===== src/dhm_consts.vh =====
// Constants for the drive health rate and thermal monitor.
`ifndef DHM_CONSTS_VH
`define DHM_CONSTS_VH
// APB register byte addresses.
`define DHM_ADDR_CTRL      12'h000
`define DHM_ADDR_INTERVAL  12'h004
`define DHM_ADDR_ERRTHR    12'h008
`define DHM_ADDR_PREDTHR   12'h00c
`define DHM_ADDR_REFTEMP   12'h010
`define DHM_ADDR_TEMP      12'h014
`define DHM_ADDR_STATUS    12'h018
`define DHM_ADDR_HIST      12'h01c
`define DHM_ADDR_SENSE     12'h020
`define DHM_ADDR_LOGPAGE   12'h024
// Control register field positions.
`define DHM_CTRL_DISABLE   0
`define DHM_CTRL_WARN_EN   1
`define DHM_CTRL_EXCEPTION_REPORT_METHOD_LO   4
`define DHM_CTRL_EXCEPTION_REPORT_METHOD_HI   7
// Status register field positions (write one to clear).
`define DHM_ST_FIXED_TRIP  0
`define DHM_ST_REF_TRIP    1
`define DHM_ST_ROUNDED     2
`define DHM_ST_FRAME_SAVE  3
`define DHM_ST_PRED_LO     8
// Reset values and limits.
`define DHM_TEMP_LIMIT     8'h44
`define DHM_RST_INTERVAL   16'h0400
`define DHM_RST_ERRTHR     16'h0010
`define DHM_RST_PREDTHR    8'h08
// Sense code words.
`define DHM_SENSE_TEMP     24'h010b01
`define DHM_SENSE_PRED     24'h015d00
`define DHM_SENSE_ROUND    24'h013700
// Temperature log page and parameter codes.
`define DHM_LOG_PAGE       8'h0d
`define DHM_PARAM_PRIMARY  16'h0000
`define DHM_PARAM_REF      16'h0001
// Sample period: ten minutes at 50 MHz.
`define DHM_SAMPLE_MIN     10
`define DHM_CLK_HZ         50000000
// Written out at 36 bits: the cycle count, 30000000000, overflows 32-bit math.
`define DHM_SAMPLE_CYC     36'd30000000000
`endif


===== src/dhm_monitor.v =====
// Drive health monitor: per-attribute error rate judging and thermal trip logic.
`default_nettype none
`include "dhm_consts.vh"
module dhm_monitor #(
    parameter         NUM_ATTR   = 4,
    parameter         CNT_W      = 16,
    parameter         HIST_W     = 8,
    parameter [35:0]  SAMPLE_CYC = `DHM_SAMPLE_CYC
) (
    // Clock and reset.
    input  wire                ref_clk,
    input  wire                rst,
    // APB slave.
    input  wire                psel,
    input  wire                penable,
    input  wire                pwrite,
    input  wire [11:0]         paddr,
    input  wire [31:0]         pwdata,
    output reg  [31:0]         prdata,
    output reg                 pready,
    output reg                 pslverr,
    // Attribute event strobes, same clock domain.
    input  wire [NUM_ATTR-1:0] opStrobe,
    input  wire [NUM_ATTR-1:0] errStrobe,
    // Temperature sensor, asynchronous level bus.
    input  wire [7:0]          sensorTemp,
    // Host-facing events.
    output reg                 predFailEvent,
    output reg                 tempWarnEvent,
    output reg  [23:0]         senseCode,
    output reg  [7:0]          senseFru,
    output reg  [3:0]          exceptionReportMethod,
    output reg                 frameSaveReq
);

    // Each attribute lane judges its error rate over a window.
    // A window ends on the operation that fills the interval,
    // or at once when the error tally passes its threshold.
    // The thermal side samples the sensor on a slow timer.
    // The bus answers every access after one wait state.
    // Every host-facing output is a flip-flop.
    // Limitation: a sensor value that never holds still is ignored.

    // Register map, byte addresses.
    // 0x00 control: disable, warning enable, method.
    // 0x04 interval length in operations.
    // 0x08 error threshold per window.
    // 0x0c predictive threshold for history.
    // 0x10 reference trip temperature.
    // 0x14 last measured temperature.
    // 0x18 sticky status, write one to clear.
    // 0x1c history of the selected attribute.
    // 0x20 sense word with the unit field.
    // 0x24 temperature log page view.

    // Status bits.
    // Bit 0 fixed trip, bit 1 reference trip.
    // Bit 2 reference clamped on write.
    // Bit 3 data frame saved.
    // Bits 8 and up: predictive flag per attribute.

    // Software-visible configuration.
    reg              healthMonitorDisable_q;
    reg              tempWarningEnable_q;
    reg  [3:0]       exceptionReportMethod_q;
    reg  [CNT_W-1:0] intervalLen_q;
    reg  [CNT_W-1:0] errThresh_q;
    reg  [HIST_W-1:0] predThresh_q;
    reg  [7:0]       refTemp_q;
    reg  [7:0]       measTemp_q;
    reg  [3:0]       status_q;
    reg  [NUM_ATTR-1:0] predSticky_q;
    reg  [15:0]      logParam_q;
    reg  [2:0]       attrSel_q;

    // Per-attribute state, one lane per attribute.
    reg  [CNT_W-1:0]  opCnt_q   [0:NUM_ATTR-1];
    reg  [CNT_W-1:0]  errCnt_q  [0:NUM_ATTR-1];
    reg  [HIST_W-1:0] hist_q    [0:NUM_ATTR-1];
    wire [NUM_ATTR-1:0] predHit;

    // APB handshake decode; every access finishes in its second access cycle, after one wait state.
    wire apbAcc = psel & penable;
    // A write lands where pready is taken, so it happens once.
    wire apbWr  = apbAcc & pwrite & pready;
    wire apbRd  = apbAcc & ~pwrite;

    // Lane notes: history saturates at both ends, and a
    // disabled monitor freezes every lane where it stands.
    // A window both full and bad in one cycle counts as bad.
    // Software keeps the error threshold below the interval.

    genvar g;
    generate
        for (g = 0; g < NUM_ATTR; g = g + 1) begin : gAttr
            wire windowEnd  = opStrobe[g] & (opCnt_q[g] + 1'b1 >= intervalLen_q);
            wire [CNT_W-1:0] errNextW = errCnt_q[g] + {{(CNT_W-1){1'b0}}, errStrobe[g]};
            wire badWin     = errNextW > errThresh_q;
            wire goodWin    = windowEnd & ~badWin;
            // Window judging runs only while monitoring is enabled; a bad tally ends the window early.
            always @(posedge ref_clk or posedge rst) begin
                if (rst) begin
                    opCnt_q[g]  <= {CNT_W{1'b0}};
                    errCnt_q[g] <= {CNT_W{1'b0}};
                    hist_q[g]   <= {HIST_W{1'b0}};
                end else if (!healthMonitorDisable_q) begin
                    if (badWin | goodWin) begin
                        opCnt_q[g]  <= {CNT_W{1'b0}};
                        errCnt_q[g] <= {CNT_W{1'b0}};
                    end else begin
                        opCnt_q[g]  <= opCnt_q[g] + {{(CNT_W-1){1'b0}}, opStrobe[g]};
                        errCnt_q[g] <= errNextW;
                    end
                    // Saturate at the top as well so a long bad run cannot wrap to zero.
                    if (badWin && hist_q[g] != {HIST_W{1'b1}}) begin
                        hist_q[g] <= hist_q[g] + 1'b1;
                    end else if (goodWin && hist_q[g] != {HIST_W{1'b0}}) begin
                        hist_q[g] <= hist_q[g] - 1'b1;
                    end
                end
            end

            // The hit is a level; the sticky bit makes it one event.
            // A zero threshold switches predictive signalling off.
            assign predHit[g] = (hist_q[g] >= predThresh_q) & (predThresh_q != {HIST_W{1'b0}});
        end
    endgenerate

    // Sensor bits may settle at different edges; two equal
    // stages keep a torn value away from the comparators.
    // Stage one is read only by stage two.

    // Three-stage synchroniser on the sensor bus; a value counts once stages two and three agree.
    reg  [7:0] tSync1_q;
    reg  [7:0] tSync2_q;
    reg  [7:0] tSync3_q;
    reg  [7:0] tStable_q;
    always @(posedge ref_clk or posedge rst) begin
        if (rst) begin
            tSync1_q  <= 8'h00;
            tSync2_q  <= 8'h00;
            tSync3_q  <= 8'h00;
            tStable_q <= 8'h00;
        end else begin
            tSync1_q <= sensorTemp;
            tSync2_q <= tSync1_q;
            tSync3_q <= tSync2_q;
            if (tSync2_q == tSync3_q) begin
                tStable_q <= tSync3_q;
            end
        end
    end

    // The default period is ten minutes at 50 MHz; a bench
    // may shorten it through the parameter.
    // The power-up sample waits for the synchroniser to fill.

    // Sample timer: first sample shortly after reset release, then every period.
    reg  [35:0] sampTmr_q;
    reg         firstDone_q;
    reg  [2:0]  settle_q;
    reg         sampleNow_q;
    always @(posedge ref_clk or posedge rst) begin
        if (rst) begin
            sampTmr_q   <= 36'h0;
            firstDone_q <= 1'b0;
            settle_q    <= 3'h0;
            sampleNow_q <= 1'b0;
        end else begin
            sampleNow_q <= 1'b0;
            if (!firstDone_q) begin
                // Wait for the synchroniser to fill before the power-up sample.
                settle_q <= settle_q + 3'h1;
                if (settle_q == 3'h5) begin
                    firstDone_q <= 1'b1;
                    sampleNow_q <= 1'b1;
                end
            end else if (sampTmr_q >= SAMPLE_CYC - 36'h1) begin
                sampTmr_q   <= 36'h0;
                sampleNow_q <= 1'b1;
            end else begin
                sampTmr_q <= sampTmr_q + 36'h1;
            end
        end
    end

    // Trip comparators use the settled value, not the pins.
    // A reference write above the fixed limit is clamped,
    // and the clamp shows in status and the sense word.

    wire fixedTrip = tStable_q > `DHM_TEMP_LIMIT;
    wire refTrip   = tStable_q > refTemp_q;
    wire [7:0] wrTemp = (pwdata[31:8] != 24'h0 || pwdata[7:0] > `DHM_TEMP_LIMIT) ? `DHM_TEMP_LIMIT : pwdata[7:0];
    wire       wrRound = (pwdata[31:8] != 24'h0) || (pwdata[7:0] > `DHM_TEMP_LIMIT);
    wire       wrStatus = apbWr && (paddr == `DHM_ADDR_STATUS);

    // Sense codes share one register; the last one wins.
    // Order: rounding, predictive failure, then warning.
    // Event outputs are one-cycle pulses.
    // The method copy is registered so it leaves a flop.

    // Register writes, thermal sampling and sticky status; a set wins over a same-cycle clear.
    always @(posedge ref_clk or posedge rst) begin
        if (rst) begin
            healthMonitorDisable_q  <= 1'b0;
            tempWarningEnable_q     <= 1'b0;
            exceptionReportMethod_q <= 4'h0;
            intervalLen_q           <= `DHM_RST_INTERVAL;
            errThresh_q             <= `DHM_RST_ERRTHR;
            predThresh_q            <= `DHM_RST_PREDTHR;
            refTemp_q               <= `DHM_TEMP_LIMIT;
            measTemp_q              <= 8'h00;
            status_q                <= 4'h0;
            predSticky_q            <= {NUM_ATTR{1'b0}};
            logParam_q              <= 16'h0000;
            attrSel_q               <= 3'h0;
            tempWarnEvent           <= 1'b0;
            predFailEvent           <= 1'b0;
            frameSaveReq            <= 1'b0;
            senseCode               <= 24'h0;
            senseFru                <= 8'h00;
            exceptionReportMethod   <= 4'h0;
        end else begin
            tempWarnEvent         <= 1'b0;
            predFailEvent         <= 1'b0;
            frameSaveReq          <= 1'b0;
            exceptionReportMethod <= exceptionReportMethod_q;
            if (apbWr) begin
                case (paddr)
                    `DHM_ADDR_CTRL: begin
                        healthMonitorDisable_q  <= pwdata[`DHM_CTRL_DISABLE];
                        tempWarningEnable_q     <= pwdata[`DHM_CTRL_WARN_EN];
                        exceptionReportMethod_q <= pwdata[`DHM_CTRL_EXCEPTION_REPORT_METHOD_HI:`DHM_CTRL_EXCEPTION_REPORT_METHOD_LO];
                    end
                    `DHM_ADDR_INTERVAL: intervalLen_q <= pwdata[CNT_W-1:0];
                    `DHM_ADDR_ERRTHR:   errThresh_q   <= pwdata[CNT_W-1:0];
                    `DHM_ADDR_PREDTHR:  predThresh_q  <= pwdata[HIST_W-1:0];
                    `DHM_ADDR_REFTEMP:  refTemp_q     <= wrTemp;
                    `DHM_ADDR_LOGPAGE: begin
                        logParam_q <= pwdata[15:0];
                        attrSel_q  <= pwdata[18:16];
                    end
                    default: ;
                endcase
            end
            // Write-one-to-clear first, then hardware sets override it.
            if (wrStatus) begin
                status_q     <= status_q & ~pwdata[3:0];
                predSticky_q <= predSticky_q & ~pwdata[`DHM_ST_PRED_LO+NUM_ATTR-1:`DHM_ST_PRED_LO];
            end
            if (apbWr && paddr == `DHM_ADDR_REFTEMP && wrRound) begin
                status_q[`DHM_ST_ROUNDED] <= 1'b1;
                senseCode                 <= `DHM_SENSE_ROUND;
            end
            if (!healthMonitorDisable_q && (predHit & ~predSticky_q) != {NUM_ATTR{1'b0}}) begin
                predSticky_q  <= predSticky_q | predHit;
                predFailEvent <= 1'b1;
                senseCode     <= `DHM_SENSE_PRED;
            end

            // A sample due while disabled is skipped, not deferred.
            if (sampleNow_q && !healthMonitorDisable_q) begin
                measTemp_q <= tStable_q;
                if (fixedTrip) begin
                    status_q[`DHM_ST_FIXED_TRIP] <= 1'b1;
                    status_q[`DHM_ST_FRAME_SAVE] <= 1'b1;
                    frameSaveReq                 <= 1'b1;
                end
                if (refTrip) begin
                    status_q[`DHM_ST_REF_TRIP] <= 1'b1;
                end
                // Warning only when enabled and a reporting method is selected.
                if ((fixedTrip || refTrip) && tempWarningEnable_q && exceptionReportMethod_q != 4'h0) begin
                    tempWarnEvent <= 1'b1;
                    senseCode     <= `DHM_SENSE_TEMP;
                    senseFru      <= tStable_q;
                end
            end
        end
    end

    // The history view follows the lane index last written
    // to the log page; an index past the last lane reads zero.
    // Trade-off: one wide mux instead of shadow registers.

    // Read mux; unmapped addresses read zero and report an error.
    reg  [31:0] rdData;
    reg         rdErr;
    reg  [HIST_W-1:0] histSel;
    integer i;
    always @* begin
        histSel = {HIST_W{1'b0}};
        for (i = 0; i < NUM_ATTR; i = i + 1) begin
            if (attrSel_q == i[2:0]) begin
                histSel = hist_q[i];
            end
        end
        rdErr  = 1'b0;
        rdData = 32'h0;
        case (paddr)
            `DHM_ADDR_CTRL:     rdData = {24'h0, exceptionReportMethod_q, 2'b00, tempWarningEnable_q,
                                          healthMonitorDisable_q};
            `DHM_ADDR_INTERVAL: rdData = {{(32-CNT_W){1'b0}}, intervalLen_q};
            `DHM_ADDR_ERRTHR:   rdData = {{(32-CNT_W){1'b0}}, errThresh_q};
            `DHM_ADDR_PREDTHR:  rdData = {{(32-HIST_W){1'b0}}, predThresh_q};
            `DHM_ADDR_REFTEMP:  rdData = {24'h0, refTemp_q};
            `DHM_ADDR_TEMP:     rdData = {24'h0, measTemp_q};
            `DHM_ADDR_STATUS:   rdData = {{(24-NUM_ATTR){1'b0}}, predSticky_q, 4'h0, status_q};
            `DHM_ADDR_HIST:     rdData = {{(32-HIST_W){1'b0}}, histSel};
            `DHM_ADDR_SENSE:    rdData = {senseFru, senseCode};
            // Temperature log page view selected by parameter code.
            `DHM_ADDR_LOGPAGE: begin
                if (logParam_q == `DHM_PARAM_PRIMARY) begin
                    rdData = {`DHM_LOG_PAGE, logParam_q[7:0], 8'h00, measTemp_q};
                end else if (logParam_q == `DHM_PARAM_REF) begin
                    rdData = {`DHM_LOG_PAGE, logParam_q[7:0], 8'h00, refTemp_q};
                end else begin
                    rdData = {`DHM_LOG_PAGE, logParam_q[7:0], 16'h0000};
                end
            end
            default: rdErr = 1'b1;
        endcase
    end

    // Bus walk: setup edge, first access edge raises pready,
    // the next edge takes the answer and lands a write.
    // pready toggles, so a held access is never answered two cycles running.

    // APB answer registers; pready rises for the second access cycle and holds one cycle.
    always @(posedge ref_clk or posedge rst) begin
        if (rst) begin
            prdata  <= 32'h0;
            pready  <= 1'b0;
            pslverr <= 1'b0;
        end else begin
            pready  <= apbAcc & ~pready;
            pslverr <= apbAcc & ~pready & rdErr;
            if (apbRd && !pready) begin
                prdata <= rdData;
            end
        end
    end

endmodule // dhm_monitor
`default_nettype wire


===== config.mk =====
export PLATFORM = sky130hd
export DESIGN_NAME = dhm_monitor
export DESIGN_NICKNAME = d
export VERILOG_FILES = /design/src/dhm_monitor.v
export VERILOG_INCLUDE_DIRS = /design/src /design/src/src
export SDC_FILE = /design/constraint.sdc
export NUM_CORES = 1
export LEC_CHECK = 0
export ABC_CLOCK_PERIOD_IN_PS = 14390
export BUFFER_PORTS_ARGS = -buffer_cell sky130_fd_sc_hd__buf_2
export CAP_MARGIN = 20
export CORE_MARGIN = 3
export CORE_UTILIZATION = 40
export DETAILED_ROUTE_END_ITERATION = 10
export PLACE_DENSITY = 0.66
export SETUP_SLACK_MARGIN = 0.15
export SLEW_MARGIN = 15
export SYNTH_ARGS = -nofsm -noshare
export SYNTH_HDL_FRONTEND = slang
export SYNTH_SLANG_ARGS = --single-unit

===== constraint.sdc =====
create_clock -name ref_clk -period 14.39 [get_ports ref_clk]
set_clock_uncertainty 0.1 [all_clocks]
set_input_delay 0.7195 -clock ref_clk [delete_from_list [all_inputs] [get_ports ref_clk]]
set_output_delay 0.7195 -clock ref_clk [all_outputs]
set_load 0.005 [all_outputs]

==> flow_metrics.env <==
export IMPL_yosysTopAreaCell="dfrtp_1"
export IMPL_fin_crit_sh=0.440
export IMPL_grt_use_met2=0.337
export IMPL_synth_top_area_frac=0.408
export IMPL_vdd_ir_drop_worst_v=0.0000782
export IMPL_power_switching_uw=557
export IMPL_synth_edf_count=0
export IMPL_insertion_delay_ns=0.58
export IMPL_path_buf_inv=1
export IMPL_layout_commonest_cell="dfrtp_1"
export IMPL_clk_path_buf_depth=3
export IMPL_synth_xor_xnor_area_share=0.0689
export IMPL_async_reset_ff_frac=1.00
export IMPL_syn_area_um2=23900
export IMPL_critPathLaunch="errCnt_q[0]$_DFFE_PP0N_"
export IMPL_max_freq_ghz=0.158
export IMPL_crit_chain="ha_1 > nand4_1 > nor4_1 > and3_1 > and3_1 > nand3_1 > xnor2_1 > ha_1 > nand4_1 > or4_1 > o211ai_1 > and2_1 > inv_1 > ha_1 > a21o_1 > a21oi_1 > o21ai_0 > o41a_1 > and3_1 > o221a_2 > xor2_1"
export IMPL_dp_hpwl_um=47900
export IMPL_pwr_share_comb=0.047
export IMPL_crit_family="simple AND/OR/NAND/NOR gates"
export IMPL_antenna_found_initial=10
export IMPL_wl_per_cell_um=19.4
export IMPL_hold_viol=0
export IMPL_p_leak_nw=13.0
export IMPL_gp_congestion=0.895
export IMPL_status="finished, final reports clean"
export IMPL_syn_num_nets=2757
export IMPL_hold_start="sensorTemp[6]"
export IMPL_busiest_layer="met2"
export IMPL_synth_area_per_cell_um2=9.66
export IMPL_dr_pass1_iters=9
export IMPL_core_area_um2=58400
export IMPL_crit_type="reg -> reg"
export IMPL_worstSetupEndpointType="flop"
export IMPL_cts_hold_buffers_added=0
export IMPL_dp_slack_ns=7.71
export IMPL_synth_mux_area_frac=0.0559
export IMPL_cts_buffers=44
export IMPL_gr_usage_met3=0.0318
export IMPL_synth_warnings=0
export IMPL_cts_sinks=395
export IMPL_grt_pass1_wl_um=106000
export IMPL_start_util=0.409
export IMPL_final_cell_mix="389 x dfrtp_1, 273 x nand2_1, 216 x ha_1"
export IMPL_ant_nets=0
export IMPL_ioPinCount=138
export IMPL_drive_gt1_frac=0.140
export IMPL_crit_arrival_ns=6.69
export IMPL_synth_top_family_by_area="simple AND/OR/NAND/NOR gates"
export IMPL_drtIter0Drc=1487
export IMPL_path_clk_slew_ns=0.06
export IMPL_maxSlewViolCount=0
export IMPL_max_slew_worst_pin_slew_ns=1.12
export IMPL_p_seq_frac=0.485
export IMPL_ys_top_cells_by_area="dfrtp_1 41%, ha_1 11%, nand2_1 4.3%, xnor2_1 4.1%, mux2_2 4.0%"
export IMPL_switching_share=0.235
export IMPL_reg2reg_from="errCnt_q[0]$_DFFE_PP0N_"
export IMPL_cts_setup_buffers=0
export IMPL_pwr_share_clk=0.468
export IMPL_vias_per_cell=5.74
export IMPL_setup_slack_ns=8.06
export IMPL_setup_tns_ns=0
export IMPL_power_density_nw_per_um2=88.3
export IMPL_gr_usage_all_layers=0.208
export IMPL_finalSetupViolations=0
export IMPL_area_growth_pct=12.1
export IMPL_grtUsageMet1=0.284
export IMPL_synth_distinct_cells=83
export IMPL_port_buffers=137
export IMPL_ys_seq_area_frac=0.414
export IMPL_rsz0062_at_grt="false"
export IMPL_synth_ff_type="dfrtp_1"
export IMPL_die_w_um=250
export IMPL_crit_path_max_fanout=12
export IMPL_cts_resized=0
export IMPL_dieHeight_um=250
export IMPL_critPathMaxStageDelay_ns=0.72
export IMPL_grt_max_degree=112
export IMPL_cts_tree="built"
export IMPL_period_minus_slack_ns=6.33
export IMPL_cts_htree_levels=2
export IMPL_crit_required_ns=14.75
export IMPL_synth_simple_gate_area_frac=0.172
export IMPL_nets=2871
export IMPL_final_area_um2=26800
export IMPL_die_area_um2=62700
export IMPL_critPathSlowestCell="o211ai_1"
export IMPL_fill_cells=5415
export IMPL_drc_errors=0
export IMPL_slew_headroom=0.248
export IMPL_critPathLaunchType="flop"
export IMPL_min_path_type="in -> reg"
export IMPL_grt_ovfl_total=0
export IMPL_via_count=19400
export IMPL_cap_violations=0
export IMPL_synth_compound_area_frac=0.141
export IMPL_rows=88
export IMPL_grt_pass1_vias=19100
export IMPL_synthAdderAreaFrac=0.116
export IMPL_intPower_mw=1.81
export IMPL_hold_slack_ns=0.143
export IMPL_netlist_instances=2472
export IMPL_cts_root_buf="clkbuf_16"
export IMPL_routed_wl_um=65700
export IMPL_synth_seq_cells=395
export IMPL_dpl_cell_area_um2=25300
==> layout make-up <==
class / count / area (um^2) / area share
clock inverter: 12 / 130 / 0.00486
inverter: 102 / 390 / 0.0146
timing repair buffer: 158 / 847 / 0.0316
sequential: 395 / 9890 / 0.369
clock buffer: 66 / 1280 / 0.0479
tap: 765 / 957 / 0.0357
multi-input combinational: 1885 / 13300 / 0.495
antenna: 4 / 10.0 / 0.000374
==> kinds of logic after synthesis <==
logic type,Yosys count
adders and majority gates,220
xor gates and xnor gates,188
muxes,108
and+or+nand+nor,857
AOI/OAI and AO/OA,512
buffers and inverters,192
DFF,395
==> worst register-to-register path, stage by stage (launching register included) <==
cell and delay (ns):
dfrtp_1 0.35, ha_1 0.19, nand4_1 0.16, nor4_1 0.54
and3_1 0.34, and3_1 0.27, nand3_1 0.16, xnor2_1 0.17
ha_1 0.33, nand4_1 0.17, or4_1 0.52, o211ai_1 0.72
and2_1 0.28, inv_1 0.16, ha_1 0.30, a21o_1 0.18
a21oi_1 0.21, o21ai_0 0.16, o41a_1 0.35, and3_1 0.20
o221a_2 0.23, xor2_1 0.14
==> power groups by stage <==
stage | clock network, mW | logic (mW) | registers, mW
2_1_floorplan | 0 | 0.0635 | 1.16
3_3_place_gp | 0 | 0.110 | 1.17
3_5_place_dp | 0 | 0.113 | 1.17
4_1_cts | 1.13 | 0.113 | 1.15
5_1_grt | 1.18 | 0.127 | 1.15
6_report | 1.11 | 0.111 | 1.15
==> worst paths after layout <==
check | slack, ns | to | cells past startpoint
max | 8.06 | hist_q[7]$_DFFE_PP0P_ | 21
min | 0.14 | tSync1_q[6]$_DFF_PP0_ | 1
max reg2reg | 8.06 | hist_q[7]$_DFFE_PP0P_ | 21
min reg2reg | 0.24 | tSync2_q[7]$_DFF_PP0_ | 0
max in group asynchronous | 11.52 | opCnt_q[10]$_DFFE_PP0N_ | 4
min in group asynchronous | 0.17 | sampTmr_q[18]$_DFFE_PP0P_ | 2
==> stage by stage <==
stage,util,cells,power (mW)
2_1_floorplan,-,2472,1.23
3_3_place_gp,0.434,3304,1.28
3_5_place_dp,0.434,3304,1.28
4_1_cts,0.458,3382,2.39
5_1_grt,0.459,3386,2.46
6_report,0.459,3387,2.36
==> per-layer routing <==
layer	wire, um	vias up
li1	-	9152
met1	29800	9620
met5	25	-
met4	2030	4
met2	30400	548
met3	3480	114
==> sequential cells by signal, summed over array words and instances (netlist names), 4 cells and up <==
name / count
prdata: 32
senseCode: 24
status_q: 4
tSync1_q: 8
senseFru: 8
errCnt_q: 64
hist_q: 32
predThresh_q: 8
intervalLen_q: 16
exceptionReportMethod: 4
tSync2_q: 8
predSticky_q: 4
errThresh_q: 16
logParam_q: 16
exceptionReportMethod_q: 4
tSync3_q: 8
tStable_q: 8
measTemp_q: 8
opCnt_q: 64
sampTmr_q: 36
refTemp_q: 8
==> cell usage after synthesis, types with 6 or more instances <==
cell type and n:
a211o_1 6, a31oi_1 33, o21ai_0 148, a21boi_0 7, nand2_1 273, or3_1 18
mux2i_1 6, inv_1 101, ha_1 216, nor3b_1 6, a211oi_1 21, mux4_2 8
nor2b_1 13, dfrtp_1 390, nor2_1 199, xnor2_1 112, buf_2 11, a221oi_1 20
mux2_4 10, a22o_1 33, a21oi_1 105, nor3_1 51, nand2b_1 24, xor2_1 76
and3_1 36, and2_1 10, clkbuf_1 71, a222oi_1 19, or4_1 7, o21a_1 8
nand3_1 101, nand4_1 59, a31o_2 8, a21o_1 37, mux2_2 84, or2_2 7
nor4_1 29, o31ai_1 9
Power figures use the tool's default switching activity.
